==> src/rtl/ext_alu_defs.svh <==
`ifndef EXT_ALU_DEFS_SVH
`define EXT_ALU_DEFS_SVH

// far address: section number plus byte offset inside the section
`define EXT_SECT_W       3
`define EXT_OFS_W        8
`define EXT_ADDR_W       11
`define EXT_DATA_W       8
`define EXT_BIT_W        3

// apb register byte offsets
`define APB_ADDR_W       8
`define REG_CTRL_OFS     8'h00
`define REG_WORK_OFS     8'h04
`define REG_FLAGS_OFS    8'h08
`define REG_STATUS_OFS   8'h0c

// ctrl fields
`define CTRL_ENABLE_BIT  0
`define CTRL_RESET_VAL   1'b1

// flags register layout
`define FLAG_WRAP_OUT    0
`define FLAG_HALF_CARRY  1
`define FLAG_RESULT_NULL 2
`define FLAG_SIGNED_RNG  3
`define FLAG_SIGNED_RES  4
`define FLAGS_W          5
`define FLAGS_RESET_VAL  5'h00

// work register reset value
`define WORK_RESET_VAL   8'h00

// status fields
`define STAT_BUSY_BIT    0
`define STAT_STATE_LSB   1
`define STAT_LAST_OP_LSB 4
`define STAT_COUNT_LSB   8
`define STAT_COUNT_W     8

`endif

==> src/rtl/ext_alu_pkg.sv <==
package ext_alu_pkg;
`include "ext_alu_defs.svh"

	typedef enum logic [2:0] {
		far_add_with_carry_to_work   = 3'b000,
		far_add_with_carry_to_memory = 3'b001,
		far_add_to_work              = 3'b010,
		far_add_to_memory            = 3'b011,
		far_and_to_work              = 3'b100,
		far_and_to_memory            = 3'b101,
		far_clear_byte               = 3'b110,
		far_clear_bit                = 3'b111
	} ext_op_t;

	typedef enum logic [1:0] {
		st_idle  = 2'b00,
		st_fetch = 2'b01,
		st_exec  = 2'b10
	} ext_state_t;

	// bit order matches the flags register layout
	typedef struct packed {
		logic signed_result;
		logic signed_range;
		logic result_null;
		logic half_carry;
		logic wrap_out;
	} flags_t;

	typedef struct packed {
		ext_op_t                  op;
		logic [`EXT_SECT_W-1:0]   section;
		logic [`EXT_OFS_W-1:0]    offset;
		logic [`EXT_BIT_W-1:0]    bit_sel;
	} ext_req_t;

	typedef struct packed {
		logic                     rd;
		logic                     wr;
		logic [`EXT_ADDR_W-1:0]   addr;
		logic [`EXT_DATA_W-1:0]   wdata;
	} mem_cmd_t;

endpackage

==> src/rtl/ext_alu_calc.sv <==
`timescale 1ns/1ns
`include "ext_alu_defs.svh"

module ext_alu_calc
	import ext_alu_pkg::*;
(
	input  wire ext_op_t                 op,
	input  wire logic [`EXT_DATA_W-1:0]  work,
	input  wire logic [`EXT_DATA_W-1:0]  mem,
	input  wire flags_t                  flags_in,
	input  wire logic [`EXT_BIT_W-1:0]   bit_sel,
	output logic      [`EXT_DATA_W-1:0]  result,
	output flags_t                       flags_out,
	output logic                         to_mem
);

	logic                     is_carry;
	logic                     is_add;
	logic                     is_and;
	logic                     cin;
	logic [`EXT_DATA_W:0]     sum9;
	logic [4:0]               low5;
	logic                     ovf;
	logic [`EXT_DATA_W-1:0]   and_res;
	logic [`EXT_DATA_W-1:0]   keep_mask;
	logic                     null_res;

	assign is_carry = (op == far_add_with_carry_to_work) || (op == far_add_with_carry_to_memory);
	assign is_add   = is_carry || (op == far_add_to_work) || (op == far_add_to_memory);
	assign is_and   = (op == far_and_to_work) || (op == far_and_to_memory);

	assign cin  = is_carry & flags_in.wrap_out;
	assign sum9 = {1'b0, work} + {1'b0, mem} + {8'h00, cin};
	assign low5 = {1'b0, work[3:0]} + {1'b0, mem[3:0]} + {4'h0, cin};
	assign ovf  = (work[7] == mem[7]) && (sum9[7] != work[7]);
	assign and_res = work & mem;

	// keep all bits but the selected one
	genvar i;
	generate
		for (i = 0; i < `EXT_DATA_W; i++) begin : g_mask
			assign keep_mask[i] = (int'(bit_sel) != i);
		end
	endgenerate

	assign result = is_add ? sum9[`EXT_DATA_W-1:0] :
		is_and ? and_res :
		(op == far_clear_bit) ? (mem & keep_mask) : 8'h00;

	assign to_mem = (op != far_add_with_carry_to_work) && (op != far_add_to_work) &&
		(op != far_and_to_work);

	assign null_res = (result == 8'h00);

	// flag updates: adds touch all five, and only the null flag, clears none
	assign flags_out.wrap_out      = is_add ? sum9[`EXT_DATA_W] : flags_in.wrap_out;
	assign flags_out.half_carry    = is_add ? low5[4] : flags_in.half_carry;
	assign flags_out.signed_range  = is_add ? ovf : flags_in.signed_range;
	assign flags_out.signed_result = is_add ? (ovf ^ sum9[7]) : flags_in.signed_result;
	assign flags_out.result_null   = (is_add || is_and) ? null_res : flags_in.result_null;

endmodule // ext_alu_calc

==> src/rtl/extended_data_memory_alu.sv <==
// The implementer's own choices: the register addresses and register access over APB.
`timescale 1ns/1ns
`include "ext_alu_defs.svh"

// What this block does
// - operand byte is addressed by section and offset, never limited to current section
// - add with carry to work: work plus byte plus carry, five flags updated
// - add with carry to memory: same sum written back to the byte, five flags
// - add to work: work plus byte, no carry, five flags updated
// - add to memory: work plus byte, no carry, written to byte, five flags
// - and to work: work and byte into work, only null flag changes
// - and to memory: work and byte into the byte, only null flag changes
// - byte clear writes zero to the byte, flags untouched
// - bit clear zeroes one selected bit, other bits and flags untouched
module extended_data_memory_alu
	import ext_alu_pkg::*;
(
	input  wire logic                     pclk,
	input  wire logic                     presetn,
	// apb slave
	input  wire logic                     psel,
	input  wire logic                     penable,
	input  wire logic                     pwrite,
	input  wire logic [`APB_ADDR_W-1:0]   paddr,
	input  wire logic [31:0]              pwdata,
	output logic      [31:0]              prdata,
	output logic                          pready,
	output logic                          pslverr,
	// instruction decoder side
	input  wire logic                     op_valid,
	input  wire ext_req_t                 op_req,
	output logic                          op_ready,
	output logic                          op_done,
	// data memory side
	output mem_cmd_t                      mem_cmd,
	input  wire logic                     mem_rvalid,
	input  wire logic [`EXT_DATA_W-1:0]   mem_rdata,
	// state seen by the rest of the core
	output logic      [`EXT_DATA_W-1:0]   work_register,
	output flags_t                        status_flags
);

	ext_state_t                 state_r;
	ext_state_t                 state_nxt;
	ext_req_t                   req_r;
	logic [`EXT_DATA_W-1:0]     mem_data_r;
	logic [`EXT_DATA_W-1:0]     work_r;
	flags_t                     flags_r;
	logic                       enable_r;
	logic [`STAT_COUNT_W-1:0]   count_r;
	ext_op_t                    last_op_r;
	logic                       op_ready_r;
	logic                       op_done_r;
	mem_cmd_t                   mem_cmd_r;
	logic [31:0]                prdata_r;
	logic                       pready_r;
	logic                       pslverr_r;

	// decoding
	logic                       accept;
	logic                       needs_read;
	logic                       exec_now;
	logic [`EXT_ADDR_W-1:0]     far_addr;
	logic [`EXT_ADDR_W-1:0]     req_addr;
	logic [`EXT_DATA_W-1:0]     calc_result;
	flags_t                     calc_flags;
	logic                       calc_to_mem;

	assign accept     = (state_r == st_idle) && op_valid && op_ready_r;
	assign needs_read = (op_req.op != far_clear_byte);
	assign exec_now   = (state_r == st_exec);
	assign far_addr   = {op_req.section, op_req.offset};
	assign req_addr   = {req_r.section, req_r.offset};

	// byte clear never needs the old value, so it skips the fetch
	always_comb begin
		state_nxt = state_r;
		unique case (state_r)
			st_idle: begin
				if (accept) begin
					state_nxt = needs_read ? st_fetch : st_exec;
				end
			end
			st_fetch: begin
				if (mem_rvalid) begin
					state_nxt = st_exec;
				end
			end
			st_exec: begin
				state_nxt = st_idle;
			end
			default: begin
				state_nxt = st_idle;
			end
		endcase
	end

	ext_alu_calc u_calc (
		.op        (req_r.op),
		.work      (work_r),
		.mem       (mem_data_r),
		.flags_in  (flags_r),
		.bit_sel   (req_r.bit_sel),
		.result    (calc_result),
		.flags_out (calc_flags),
		.to_mem    (calc_to_mem)
	);

	// apb decode
	logic                       apb_setup;
	logic                       apb_access;
	logic                       apb_wr;
	logic                       hit_ctrl;
	logic                       hit_work;
	logic                       hit_flags;
	logic                       hit_status;
	logic                       hit_any;
	logic [31:0]                rd_mux;
	logic [31:0]                status_word;

	assign apb_setup  = psel && !penable;
	assign apb_access = psel && penable && pready_r;
	assign apb_wr     = apb_access && pwrite && !pslverr_r;
	assign hit_ctrl   = (paddr == `REG_CTRL_OFS);
	assign hit_work   = (paddr == `REG_WORK_OFS);
	assign hit_flags  = (paddr == `REG_FLAGS_OFS);
	assign hit_status = (paddr == `REG_STATUS_OFS);
	assign hit_any    = hit_ctrl || hit_work || hit_flags || hit_status;

	assign status_word = {16'h0000, count_r, 1'b0, last_op_r, 1'b0, state_r,
		(state_r != st_idle)};

	assign rd_mux = hit_ctrl  ? {31'h0, enable_r} :
		hit_work  ? {24'h000000, work_r} :
		hit_flags ? {27'h0000000, flags_r} :
		hit_status ? status_word : 32'h00000000;

	// answer is prepared in setup so the access phase completes at once
	always_ff @(posedge pclk or negedge presetn) begin
		if (!presetn) begin
			pready_r  <= 1'b0;
			pslverr_r <= 1'b0;
			prdata_r  <= 32'h00000000;
		end else begin
			pready_r  <= apb_setup;
			pslverr_r <= apb_setup && !hit_any;
			prdata_r  <= (apb_setup && !pwrite) ? rd_mux : 32'h00000000;
		end
	end

	always_ff @(posedge pclk or negedge presetn) begin
		if (!presetn) begin
			enable_r <= `CTRL_RESET_VAL;
		end else if (apb_wr && hit_ctrl) begin
			enable_r <= pwdata[`CTRL_ENABLE_BIT];
		end
	end

	// sequencing
	always_ff @(posedge pclk or negedge presetn) begin
		if (!presetn) begin
			state_r    <= st_idle;
			req_r      <= '0;
			mem_data_r <= 8'h00;
			op_ready_r <= 1'b0;
			op_done_r  <= 1'b0;
			mem_cmd_r  <= '0;
		end else begin
			state_r    <= state_nxt;
			op_ready_r <= (state_nxt == st_idle) && enable_r;
			op_done_r  <= exec_now;
			mem_cmd_r.rd <= accept && needs_read;
			mem_cmd_r.wr <= exec_now && calc_to_mem;
			if (accept) begin
				req_r          <= op_req;
				mem_cmd_r.addr <= far_addr;
			end
			if (state_r == st_fetch && mem_rvalid) begin
				mem_data_r <= mem_rdata;
			end
			if (exec_now) begin
				mem_cmd_r.addr  <= req_addr;
				mem_cmd_r.wdata <= calc_result;
			end
		end
	end

	// work and flags
	// an executing instruction wins over a software write in the same cycle
	always_ff @(posedge pclk or negedge presetn) begin
		if (!presetn) begin
			work_r <= `WORK_RESET_VAL;
		end else if (exec_now && !calc_to_mem) begin
			work_r <= calc_result;
		end else if (apb_wr && hit_work) begin
			work_r <= pwdata[`EXT_DATA_W-1:0];
		end
	end

	always_ff @(posedge pclk or negedge presetn) begin
		if (!presetn) begin
			flags_r <= `FLAGS_RESET_VAL;
		end else if (exec_now) begin
			flags_r <= calc_flags;
		end else if (apb_wr && hit_flags) begin
			flags_r <= pwdata[`FLAGS_W-1:0];
		end
	end

	always_ff @(posedge pclk or negedge presetn) begin
		if (!presetn) begin
			count_r   <= 8'h00;
			last_op_r <= far_add_with_carry_to_work;
		end else if (exec_now) begin
			count_r   <= count_r + 8'h01;
			last_op_r <= req_r.op;
		end
	end

	assign prdata        = prdata_r;
	assign pready        = pready_r;
	assign pslverr       = pslverr_r;
	assign op_ready      = op_ready_r;
	assign op_done       = op_done_r;
	assign mem_cmd       = mem_cmd_r;
	assign work_register = work_r;
	assign status_flags  = flags_r;

endmodule // extended_data_memory_alu

==> config.mk <==
export PLATFORM = sky130hd
export DESIGN_NAME = extended_data_memory_alu
export DESIGN_NICKNAME = d
export VERILOG_FILES = /design/src/rtl/ext_alu_pkg.sv /design/src/rtl/ext_alu_calc.sv /design/src/rtl/extended_data_memory_alu.sv
export VERILOG_INCLUDE_DIRS = /design/src /design/src/rtl
export SDC_FILE = /design/constraint.sdc
export NUM_CORES = 1
export LEC_CHECK = 0
export BUFFER_PORTS_ARGS = -buffer_cell sky130_fd_sc_hd__clkbuf_2
export CAP_MARGIN = 0
export CORE_MARGIN = 2
export CORE_UTILIZATION = 24
export DETAILED_ROUTE_END_ITERATION = 7
export GPL_TIMING_DRIVEN = 0
export SYNTH_ARGS = -nofsm -noshare
export SYNTH_HDL_FRONTEND = slang
export SYNTH_SLANG_ARGS = --single-unit
==> constraint.sdc <==
create_clock -name pclk -period 3.61 [get_ports pclk]
set_input_delay 0.5415 -clock pclk [delete_from_list [all_inputs] [get_ports pclk]]
set_output_delay 0.5415 -clock pclk [all_outputs]
set_load 0.005 [all_outputs]
-- Yosys cells after proc, flatten, opt, wreduce, memory -nomap -nowiden
Index checks and enable logic that the tools add are counted.
- bits in registers: 93
- latch bits: 0
- bits in writable memories: 0
- bits in read-only memories: 0
- input bits: 72
- output and inout bits: 70
- logic and storage cells: 127
- memories: 0
- add/subtract/negate cells: 5
- multiply operators: 0
- div/mod/pow operators: 0
- $lt $le $gt $ge: 0
- equal/unequal tests: 25
- shift operators: 0
- multiplexer cells: 23
- bitwise logic cells: 4
- reductions and logical operators: 46
- operator list (kind ; number):
    $mux W16 ; 5
    $mux W8 ; 5
    $logic_and A1 B1 Y1 ; 20
    $mux W19 ; 1
    $ne A3 B3 Y1 const B ; 6
    $and A8 B8 Y8 ; 2
    $eq A8 B4 Y1 const B ; 2
    $logic_not A8 Y1 ; 2
    $mux W11 ; 1
    $mux W5 ; 2
    $add A8 B8 Y9 ; 1
    $add A9 B1 Y9 ; 1
    $eq A3 B3 Y1 const B ; 3
    $ne A3 B2 Y1 const B ; 3
    $add A8 B1 Y8 const B ; 1
    $eq A8 B3 Y1 const B ; 1
    $logic_or A1 B1 Y1 ; 8
    $reduce_bool A2 Y1 ; 4
    $eq A3 B2 Y1 const B ; 2
    $mux W2 ; 3
    $reduce_bool A3 Y1 ; 2
    $add A4 B4 Y5 ; 1
    $add A5 B1 Y5 ; 1
    $logic_not A1 Y1 ; 5
    14 further kinds ; 21

-- Depth between registers and ports, before layout
Gate-level depths: netlist (run 1).
- word-level depth: 9
- mapped depth: 11
- depth with buffers taken out: 10

-- Cells and area by module
Synthesis (run 1) repeated with hierarchy kept, for this count alone.
- cells, all modules: 400
- area total of the unflattened synthesis: 4586.9 µm²
- modules (own cells, without submodules) (module ; instances ; cells an instance ; area an instance (µm²) ; sequential area each (µm²)):
    extended_data_memory_alu ; 1 ; 308 ; 3906.2 ; 2328.5
    ext_alu_calc ; 1 ; 92 ; 680.7 ; 0.0

-- Worst setup path after synthesis (run 1)
OpenSTA, ideal clock, no wires.
- path type: register -> register
- start point: register req_r[16] (netlist name)
- end point: register flags_r (netlist bit status_flags[2])
- library setup time: 101 ps
- arrival time: 3055 ps
- data required time: 3509 ps
- slack: 454 ps
- stages on the path, launching flop included: 12
- buffers on the path: 1
- clock period less this slack: 3156 ps
- cell sequence: dfrtp_1 buf_2 clkinv_1 and3_1 fa_1 fa_1 a21o_1 a21oi_1 xor2_1 o21ai_0 or4_1 o32ai_1
- cells in the longest elaborated chain, start to end: 8
- elaborated cells on any way between the ends: 22
- classes of those cells: add/sub: 1; eq/ne: 7; mux: 5; bitwise: 1; reduce/logical: 8
- RTL lines (what ; RTL line ; source):
    start, declared ; extended_data_memory_alu.sv:45 ; ext_req_t req_r;
    start signal, assigned ; extended_data_memory_alu.sv:175 ; req_r <= op_req;
    $eq A3 B1 Y1 or $logic_not A3 Y1 (tied branches) ; ext_alu_calc.sv:28 ; assign is_carry = (op == far_add_with_carry_to_work) || (op == far_add_with_carry_to_memory);
    $logic_or A1 B1 Y1 ; ext_alu_calc.sv:28 ;
    $and A1 B1 Y1 or $logic_or A1 B1 Y1 (tied branches) ; ext_alu_calc.sv:32, ext_alu_calc.sv:29 ;
    $add A9 B1 Y9 or $logic_or A1 B1 Y1 (tied branches) ; ext_alu_calc.sv:33, ext_alu_calc.sv:29 ;
    $mux W8 ; ext_alu_calc.sv:46 ; assign result = is_add ? sum9[`EXT_DATA_W-1:0] :
    $logic_not A8 Y1 ; ext_alu_calc.sv:53 ; assign null_res = (result == 8'h00);
    $mux W1 ; ext_alu_calc.sv:60 ; assign flags_out.result_null = (is_add || is_and) ? null_res : flags_in.result_null;
    $mux W5 ; extended_data_memory_alu.sv:203 ; end else if (exec_now) begin
    end signal, assigned ; extended_data_memory_alu.sv:202 ; flags_r <= `FLAGS_RESET_VAL;
    end signal, assigned ; extended_data_memory_alu.sv:204 ; flags_r <= calc_flags;
    end signal, assigned ; extended_data_memory_alu.sv:206 ; flags_r <= pwdata[`FLAGS_W-1:0];
    end, declared ; extended_data_memory_alu.sv:48 ; flags_t flags_r;
Several ways; a longest one is shown, not always the timed one. The select of a mux whose other input is x is not followed.
A chain may end at the register's enable or synchronous reset.

-- Worst setup path after layout (run 1)
Ends and elaborated chain as after synthesis.

==> run metrics, run 1 <==
outcome finished clean; DR DRC count 0; length in cells of the worst reg-to-reg path 11; ratio of total power to cell area 396 mW/mm2; total grt overflow 0; clock buffers created by TritonCTS 9; Worst-Skew Late Latency 350 ps; number of distinct standard cells referenced by the synthesized netlist 53; number of antenna violations at the first check in global routing 3; TritonCTS clock tree yes; Layout Area Growth over Synthesis 27.1%; proportion of layout cells with a drive suffix above 1 27.1%; global-route wire length before repair 20,000 um; number of top-level design ports 142; post-synthesis async set-or-reset flop share 100%; Horiz. Die Dim 142 um; gpl congestion 0.848; clock slew at the register clock pins of the worst setup and hold paths 80 ps; commonest non-fill, non-tap cells in the layout sky130_fd_sc_hd__nand2_1 (114), sky130_fd_sc_hd__clkbuf_2 (100), sky130_fd_sc_hd__dfrtp_1 (92), sky130_fd_sc_hd__o21ai_0 (27), sky130_fd_sc_hd__nor2_1 (26); Crit path top cell by count sky130_fd_sc_hd__fa_1; Final HPWL DP 9780 um; leakage power 2.93 nW; buffering stage count on the worst path with inverters included 2; number of synthesized flops with an enable pin 0; launching point of the worst reg2reg path req_r[16]; Critical Path AT 3580 ps; max-capacitance violation count 0; average detailed-routed wire length per instance 15.0 um; worst path required time 3860 ps; crit end category register; routed via count 3,744; synthesized area divided by synthesized cell count 9.63 um2; chain of cells forming the critical path buf_2, inv_4, and3_1, fa_1, fa_1, a21o_1, a21oi_2, xor2_1, o21ai_0, or4_1, o32ai_1; number of hold-slack violations in the final timing report 0; Detail Route Antenna Nets 0; initial cell density of the core 24.4%; Seq cells post-synth 93; crit path time final 3340 ps; Setup-failing EPs final 0; maximum number of pins on one net before global-route repair 53; share of the synthesized area in the top cell type 50.6%; Antenna Cells 0; H-tree level count 3; slack of the worst reg-to-reg path 270 ps; kind of launch point of the worst setup path register; router iterations before antenna repair 4; via-per-instance ratio 4.44; number of rows in the core area 50; worst slack at placement -48.2 ps; actual transition at the worst max-transition pin 832 ps; dominant synthesized flop cell sky130_fd_sc_hd__dfrtp_1; relative slew slack 44.1%; RSZ-0062 raised after global routing false; Slowest cell on crit path sky130_fd_sc_hd__or4_1; Critical Path Max Stage Delay 560 ps; placeable core area 0.0186 mm2; via count of the first global-routing pass 3,604; portion of the post-synthesis area used by sequential elements 51.2%; maximum fanout encountered on the critical timing path 10; wire length after detailed routing 12,600 um; vertical extent of the die 142 um; full die area 0.0201 mm2; top cell family by delay on the critical path adder cells; total track usage 12.9%; top cells by area, synth sky130_fd_sc_hd__dfrtp_1 (51%), sky130_fd_sc_hd__nand2_1 (9.4%), sky130_fd_sc_hd__o21ai_0 (3.0%), sky130_fd_sc_hd__mux2_2 (3.0%), sky130_fd_sc_hd__buf_4 (2.6%); total number of yosys warnings 0; capturing point of the worst reg2reg path status_flags[2]; buffer type at the clock tree root sky130_fd_sc_hd__clkbuf_16; Setup Total Neg Slack 0 ps; worst setup margin 274 ps; Crit Path Class register to register; number of instances in the synthesized netlist 472; top achievable clock speed 300 MHz; PortBufs 101; Net count, final 687; maximum buffer depth of the clock tree 2; most frequent standard cell in the layout excluding fill and tap cells sky130_fd_sc_hd__nand2_1; largest vdd supply drop 0.211 mV; TritonCTS Sinks 93; class of the worst hold path input port to async pin; share of the cycle needed by the critical path after routing 92.4%; DRC violation total after the first TritonRoute iteration 233; dominant cell type by area after synthesis sky130_fd_sc_hd__dfrtp_1; synthesized cell area 0.00455 mm2; Final Max Slew Viols 0; worst clock skew 12.8 ps
-- cell families (layout without fill, tap and decap cells) --
logic type,after synthesis,in the layout,synth area share (%)
simple gates,198,198,20.2
flops,93,93,51.2
compound gates,89,89,12.5
buf+inv,47,169,5.37
mux,22,22,5.17
fa+ha+maj,11,11,3.36
xor+xnor,11,11,2.12
other cells,1,16,0.0825
-- power by group --
part | internal [mW] | switching, mW | total (mW)
Sequential | 1.07 | 0.0200 | 1.09
Clock | 0.547 | 0.435 | 0.982
Combinational | 0.0974 | 0.125 | 0.223
-- state kept, by name (all words and copies together), names as in the netlist --
name,cells
op_done,1
count_r,8
req_addr,11
mem_cmd,21
state_r,2
mem_data_r,8
req_r,6
status_flags,5
last_op_r,3
pready,1
enable_r,1
prdata,16
work_register,8
op_ready,1
pslverr,1
-- cell usage after synthesis (all sizes together) (2+ instances only) --
library cell	instances
clkbuf	11
nor3	3
buf	25
a31oi	2
nor4	4
nor2b	3
a211oi	5
mux2i	10
o21ai	27
nand3b	5
dfrtp	92
xnor2	9
o22ai	5
nand2	115
a21o	4
a32oi	2
inv	9
nor3b	4
a22oi	11
nor2	26
clkinv	2
o211ai	4
fa	2
a21oi	17
ha	9
mux2	12
xor2	2
and2	11
or3	5
nand3	12
and3	5
nand2b	3
-- layout make-up --
type	instances	area, um2
inverters	11	47.5
repair buffers	106	566
plain buffers	36	205
clock buffers	9	225
fillers	1969	12900
clock inverters	7	80.1
well taps	234	293
multi-input cells	347	2030
flip-flops and latches	93	2330
-- stage by stage --
stage	instances	hold WS [ps]	area [um2]	total power [mW]	util (%)
after floorplan	487	246	4600	1.23	-
after global placement	822	452	5400	1.32	29.0
after detailed placement	823	458	5430	1.33	29.1
after CTS	839	245	5740	2.32	30.8
after global routing	843	272	5780	2.40	31.0
final	843	219	5780	2.29	31.0
-- worst max path at each step --
stage	end	slack, ps	cells past startpoint	startpoint
3_3_place_gp	status_flags[2]	-80	11	req_r[16]
5_1_grt	status_flags[2]	60	11	req_r[16]
6_report	status_flags[2]	270	11	req_r[16]
2_1_floorplan	status_flags[2]	450	11	req_r[16]
3_5_place_dp	status_flags[2]	-50	11	req_r[16]
4_1_cts	status_flags[2]	70	11	req_r[16]
-- per-layer routing --
layer / GRT usage, % / up-vias / wire [um]
met5: 0 / - / 13
met4: 4.21 / 2 / 223
met3: 3.48 / 15 / 862
met2: 19.6 / 116 / 5650
met1: 17.7 / 1756 / 5880
li1: - / 1855 / -
-- what timing repair did --
action                     in CTS  in global routing
hold buffers                    0                  0
hold endpoints to repair        0                  0
setup buffers                   0                  4
cloned                          0                  0
resized for setup               1                  4
setup endpoints to repair       1                  1
Note: power is estimated with default switching activity, not from simulation.
==> run 2: changes to the inputs <==
--- a/config.mk
+++ b/config.mk
@@ -12,6 +12,7 @@
 export CORE_UTILIZATION = 24
 export DETAILED_ROUTE_END_ITERATION = 7
 export GPL_TIMING_DRIVEN = 0
+export MAX_ROUTING_LAYER = met4
 export SYNTH_ARGS = -nofsm -noshare
 export SYNTH_HDL_FRONTEND = slang
 export SYNTH_SLANG_ARGS = --single-unit
==> run 2 against run 1 <==
First-iteration DRC count shrank 6.0%. Fmax hardly changed. Combinational power barely moved. Critical endpoint unchanged. Worst hold slack improved by 1.2 ps. Critical path depth unchanged. Clock-buffer cell count did not move. Total power increased by 0.14%. Sequential share of layout area decreased by 0.052 points. Via count fell by 0.43%. Highest routed layer is now met4. Clock skew fell by 1.8 ps. Sequential power barely moved.
==> run metrics, run 2 (synthesized netlist as in run 1, its figures left out) <==
outcome finished clean; Final Non-Filler Cells 846 (+0.36%); Layout Area Growth over Synthesis 27.3%; clock slew at the register clock pins of the worst setup and hold paths 80 ps (about the same); end-of-flow core utilization 31.0% (+0.040 points); routed via count 3,728 (-0.43%); number of rows in the core area 50 (unchanged); ratio of total power to cell area 396 mW/mm2 (about the same); max-capacitance violation count 0 (unchanged); initial cell density of the core 24.4% (unchanged); Final HPWL DP 9780 um (unchanged); Worst-Skew Late Latency 350 ps (about the same); worst path required time 3860 ps (about the same); startpoint of the most critical setup path req_r[16]; placeable core area 0.0186 mm2 (unchanged); TritonCTS clock tree yes; clock buffers created by TritonCTS 9 (unchanged); full die area 0.0201 mm2 (unchanged); Critical Path AT 3580 ps (about the same); total grt overflow 0 (unchanged); class of the worst hold path input port to async pin; largest vdd supply drop 0.213 mV (+0.76%); number of top-level design ports 142 (unchanged); Net count, final 687 (unchanged); commonest non-fill, non-tap cells in the layout sky130_fd_sc_hd__nand2_1 (114), sky130_fd_sc_hd__clkbuf_2 (100), sky130_fd_sc_hd__dfrtp_1 (92), sky130_fd_sc_hd__o21ai_0 (27), sky130_fd_sc_hd__nor2_1 (26); launching point of the worst reg2reg path req_r[16]; average detailed-routed wire length per instance 15.0 um (about the same); maximum buffer depth of the clock tree 2 (unchanged); share of the cycle needed by the critical path after routing 92.4% (about the same); crit path time final 3330 ps (-1.04 ps); actual transition at the worst max-transition pin 824 ps (-8.79 ps); flip-flop count of the largest register, all copies and words added 21 (unchanged); fraction of power spent switching nets 25.4% (+0.11 points); leakage power 2.93 nW (about the same); top achievable clock speed 300 MHz (about the same); combinational share of power 9.7% (about the same); router iterations before antenna repair 4 (unchanged); power spent charging and discharging nets 583 uW (+0.56%); TritonCTS Sinks 93 (unchanged); gpl congestion 0.861 (+1.6%); Reg power frac 47.3% (about the same); maximum number of pins on one net before global-route repair 53 (unchanged); Setup Total Neg Slack 0 ps (unchanged); maximum fanout encountered on the critical timing path 10 (unchanged); Final Max Slew Viols 0 (unchanged); global-route wire length before repair 19,900 um (-0.21%); number of hold-slack violations in the final timing report 0 (unchanged); number of antenna violations at the first check in global routing 3 (unchanged); kind of launch point of the worst setup path register; Detail Route Antenna Nets 0 (unchanged); crit end category register; worst clock skew 11.0 ps (-1.83 ps); hold slack final 220 ps (+1.18 ps); relative slew slack 44.7% (+0.59 points); proportion of layout cells with a drive suffix above 1 27.1% (unchanged); part of the power in the clock network 43.0% (about the same); wire length after detailed routing 12,700 um (+0.35%); via-per-instance ratio 4.41 (-0.78%); total track usage 13.2% (+0.37 points); RSZ-0062 raised after global routing false; DRC violation total after the first TritonRoute iteration 219 (-6.0%); Setup-failing EPs final 0 (unchanged); buffer type at the clock tree root sky130_fd_sc_hd__clkbuf_16; DR DRC count 0 (unchanged); PortBufs 101 (unchanged); cell internal pwr 1.71 mW (about the same); H-tree level count 3 (unchanged); via count of the first global-routing pass 3,620 (+0.44%); Crit Path Class register to register; vertical extent of the die 142 um (unchanged); most frequent standard cell in the layout excluding fill and tap cells sky130_fd_sc_hd__nand2_1; Horiz. Die Dim 142 um (unchanged); Cell Count Post-Placement 823 (unchanged)
[run 2: cell types whose count changed in the layout (fill, tap and decap cells not counted), sizes merged]
cell   previous run  this run
diode             0         3
[run 2: area by class of cell]
class                   count  area [um2]
clock buffers               9         225
multi-input cells         347        2030
plain buffers              36         205
well taps                 234         293
flip-flops and latches     93        2330
repair buffers            106         566
clock inverters             7        80.1
diodes                      3        7.51
fillers                  1968       12900
inverters                  11        47.5
[run 2: layer usage]
metal / GRT usage (%) / vias to the layer above / share of wire, %
met5: - / - / 0
met3: 3.98 / 12 / 7.2
met2: 19.7 / 115 / 45
li1: - / 1863 / -
met1: 17.5 / 1738 / 46
met4: 3.58 / 0 / 1.5
[run 2: timing repair]
item | CTS | global route
hold buffers | 0 | 0
endpoints found under the setup margin | 1 | 1
resized for setup | 1 | 4
buffers inserted | 0 | 4
[run 2: stage by stage]
| step | setup WS, ps | power (mW) | area [um2] |
|---|---|---|---|
| after CTS | 74.5 | 2.32 | 5740 |
| after global routing | 55.7 | 2.41 | 5790 |
| after detailed placement | -48.2 | 1.33 | 5430 |
| final | 275 | 2.29 | 5790 |
| after global placement | -81.9 | 1.32 | 5400 |
| after floorplan | 454 | 1.23 | 4600 |
[run 2: power groups by stage]
stage | combinational, mW | sequential (mW) | clock (mW)
after floorplan | 0.125 | 1.10 | 0
after global placement | 0.213 | 1.10 | 0
after detailed placement | 0.220 | 1.11 | 0
after CTS | 0.221 | 1.08 | 1.02
after global routing | 0.252 | 1.09 | 1.07
final | 0.223 | 1.09 | 0.985
[run 2: critical path, stage by stage (launching register included)]
cell                      delay [ps]
sky130_fd_sc_hd__dfrtp_1         310
sky130_fd_sc_hd__buf_2           220
sky130_fd_sc_hd__inv_4           100
sky130_fd_sc_hd__and3_1          200
sky130_fd_sc_hd__fa_1            430
sky130_fd_sc_hd__fa_1            440
sky130_fd_sc_hd__a21o_1          190
sky130_fd_sc_hd__a21oi_2         190
sky130_fd_sc_hd__xor2_1          150
sky130_fd_sc_hd__o21ai_0         170
sky130_fd_sc_hd__or4_1           560
sky130_fd_sc_hd__o32ai_1         270
[run 2: worst paths after layout]
kind                                    to  slack (ps)  cells after the start
min in group pclk                 req_r[0]         390                      3
max reg2reg                status_flags[2]         280                     11
min reg2reg                     count_r[7]         460                      1
max in group asynchronous         enable_r        2670                      2
min                                op_done         220                      1
max                        status_flags[2]         280                     11
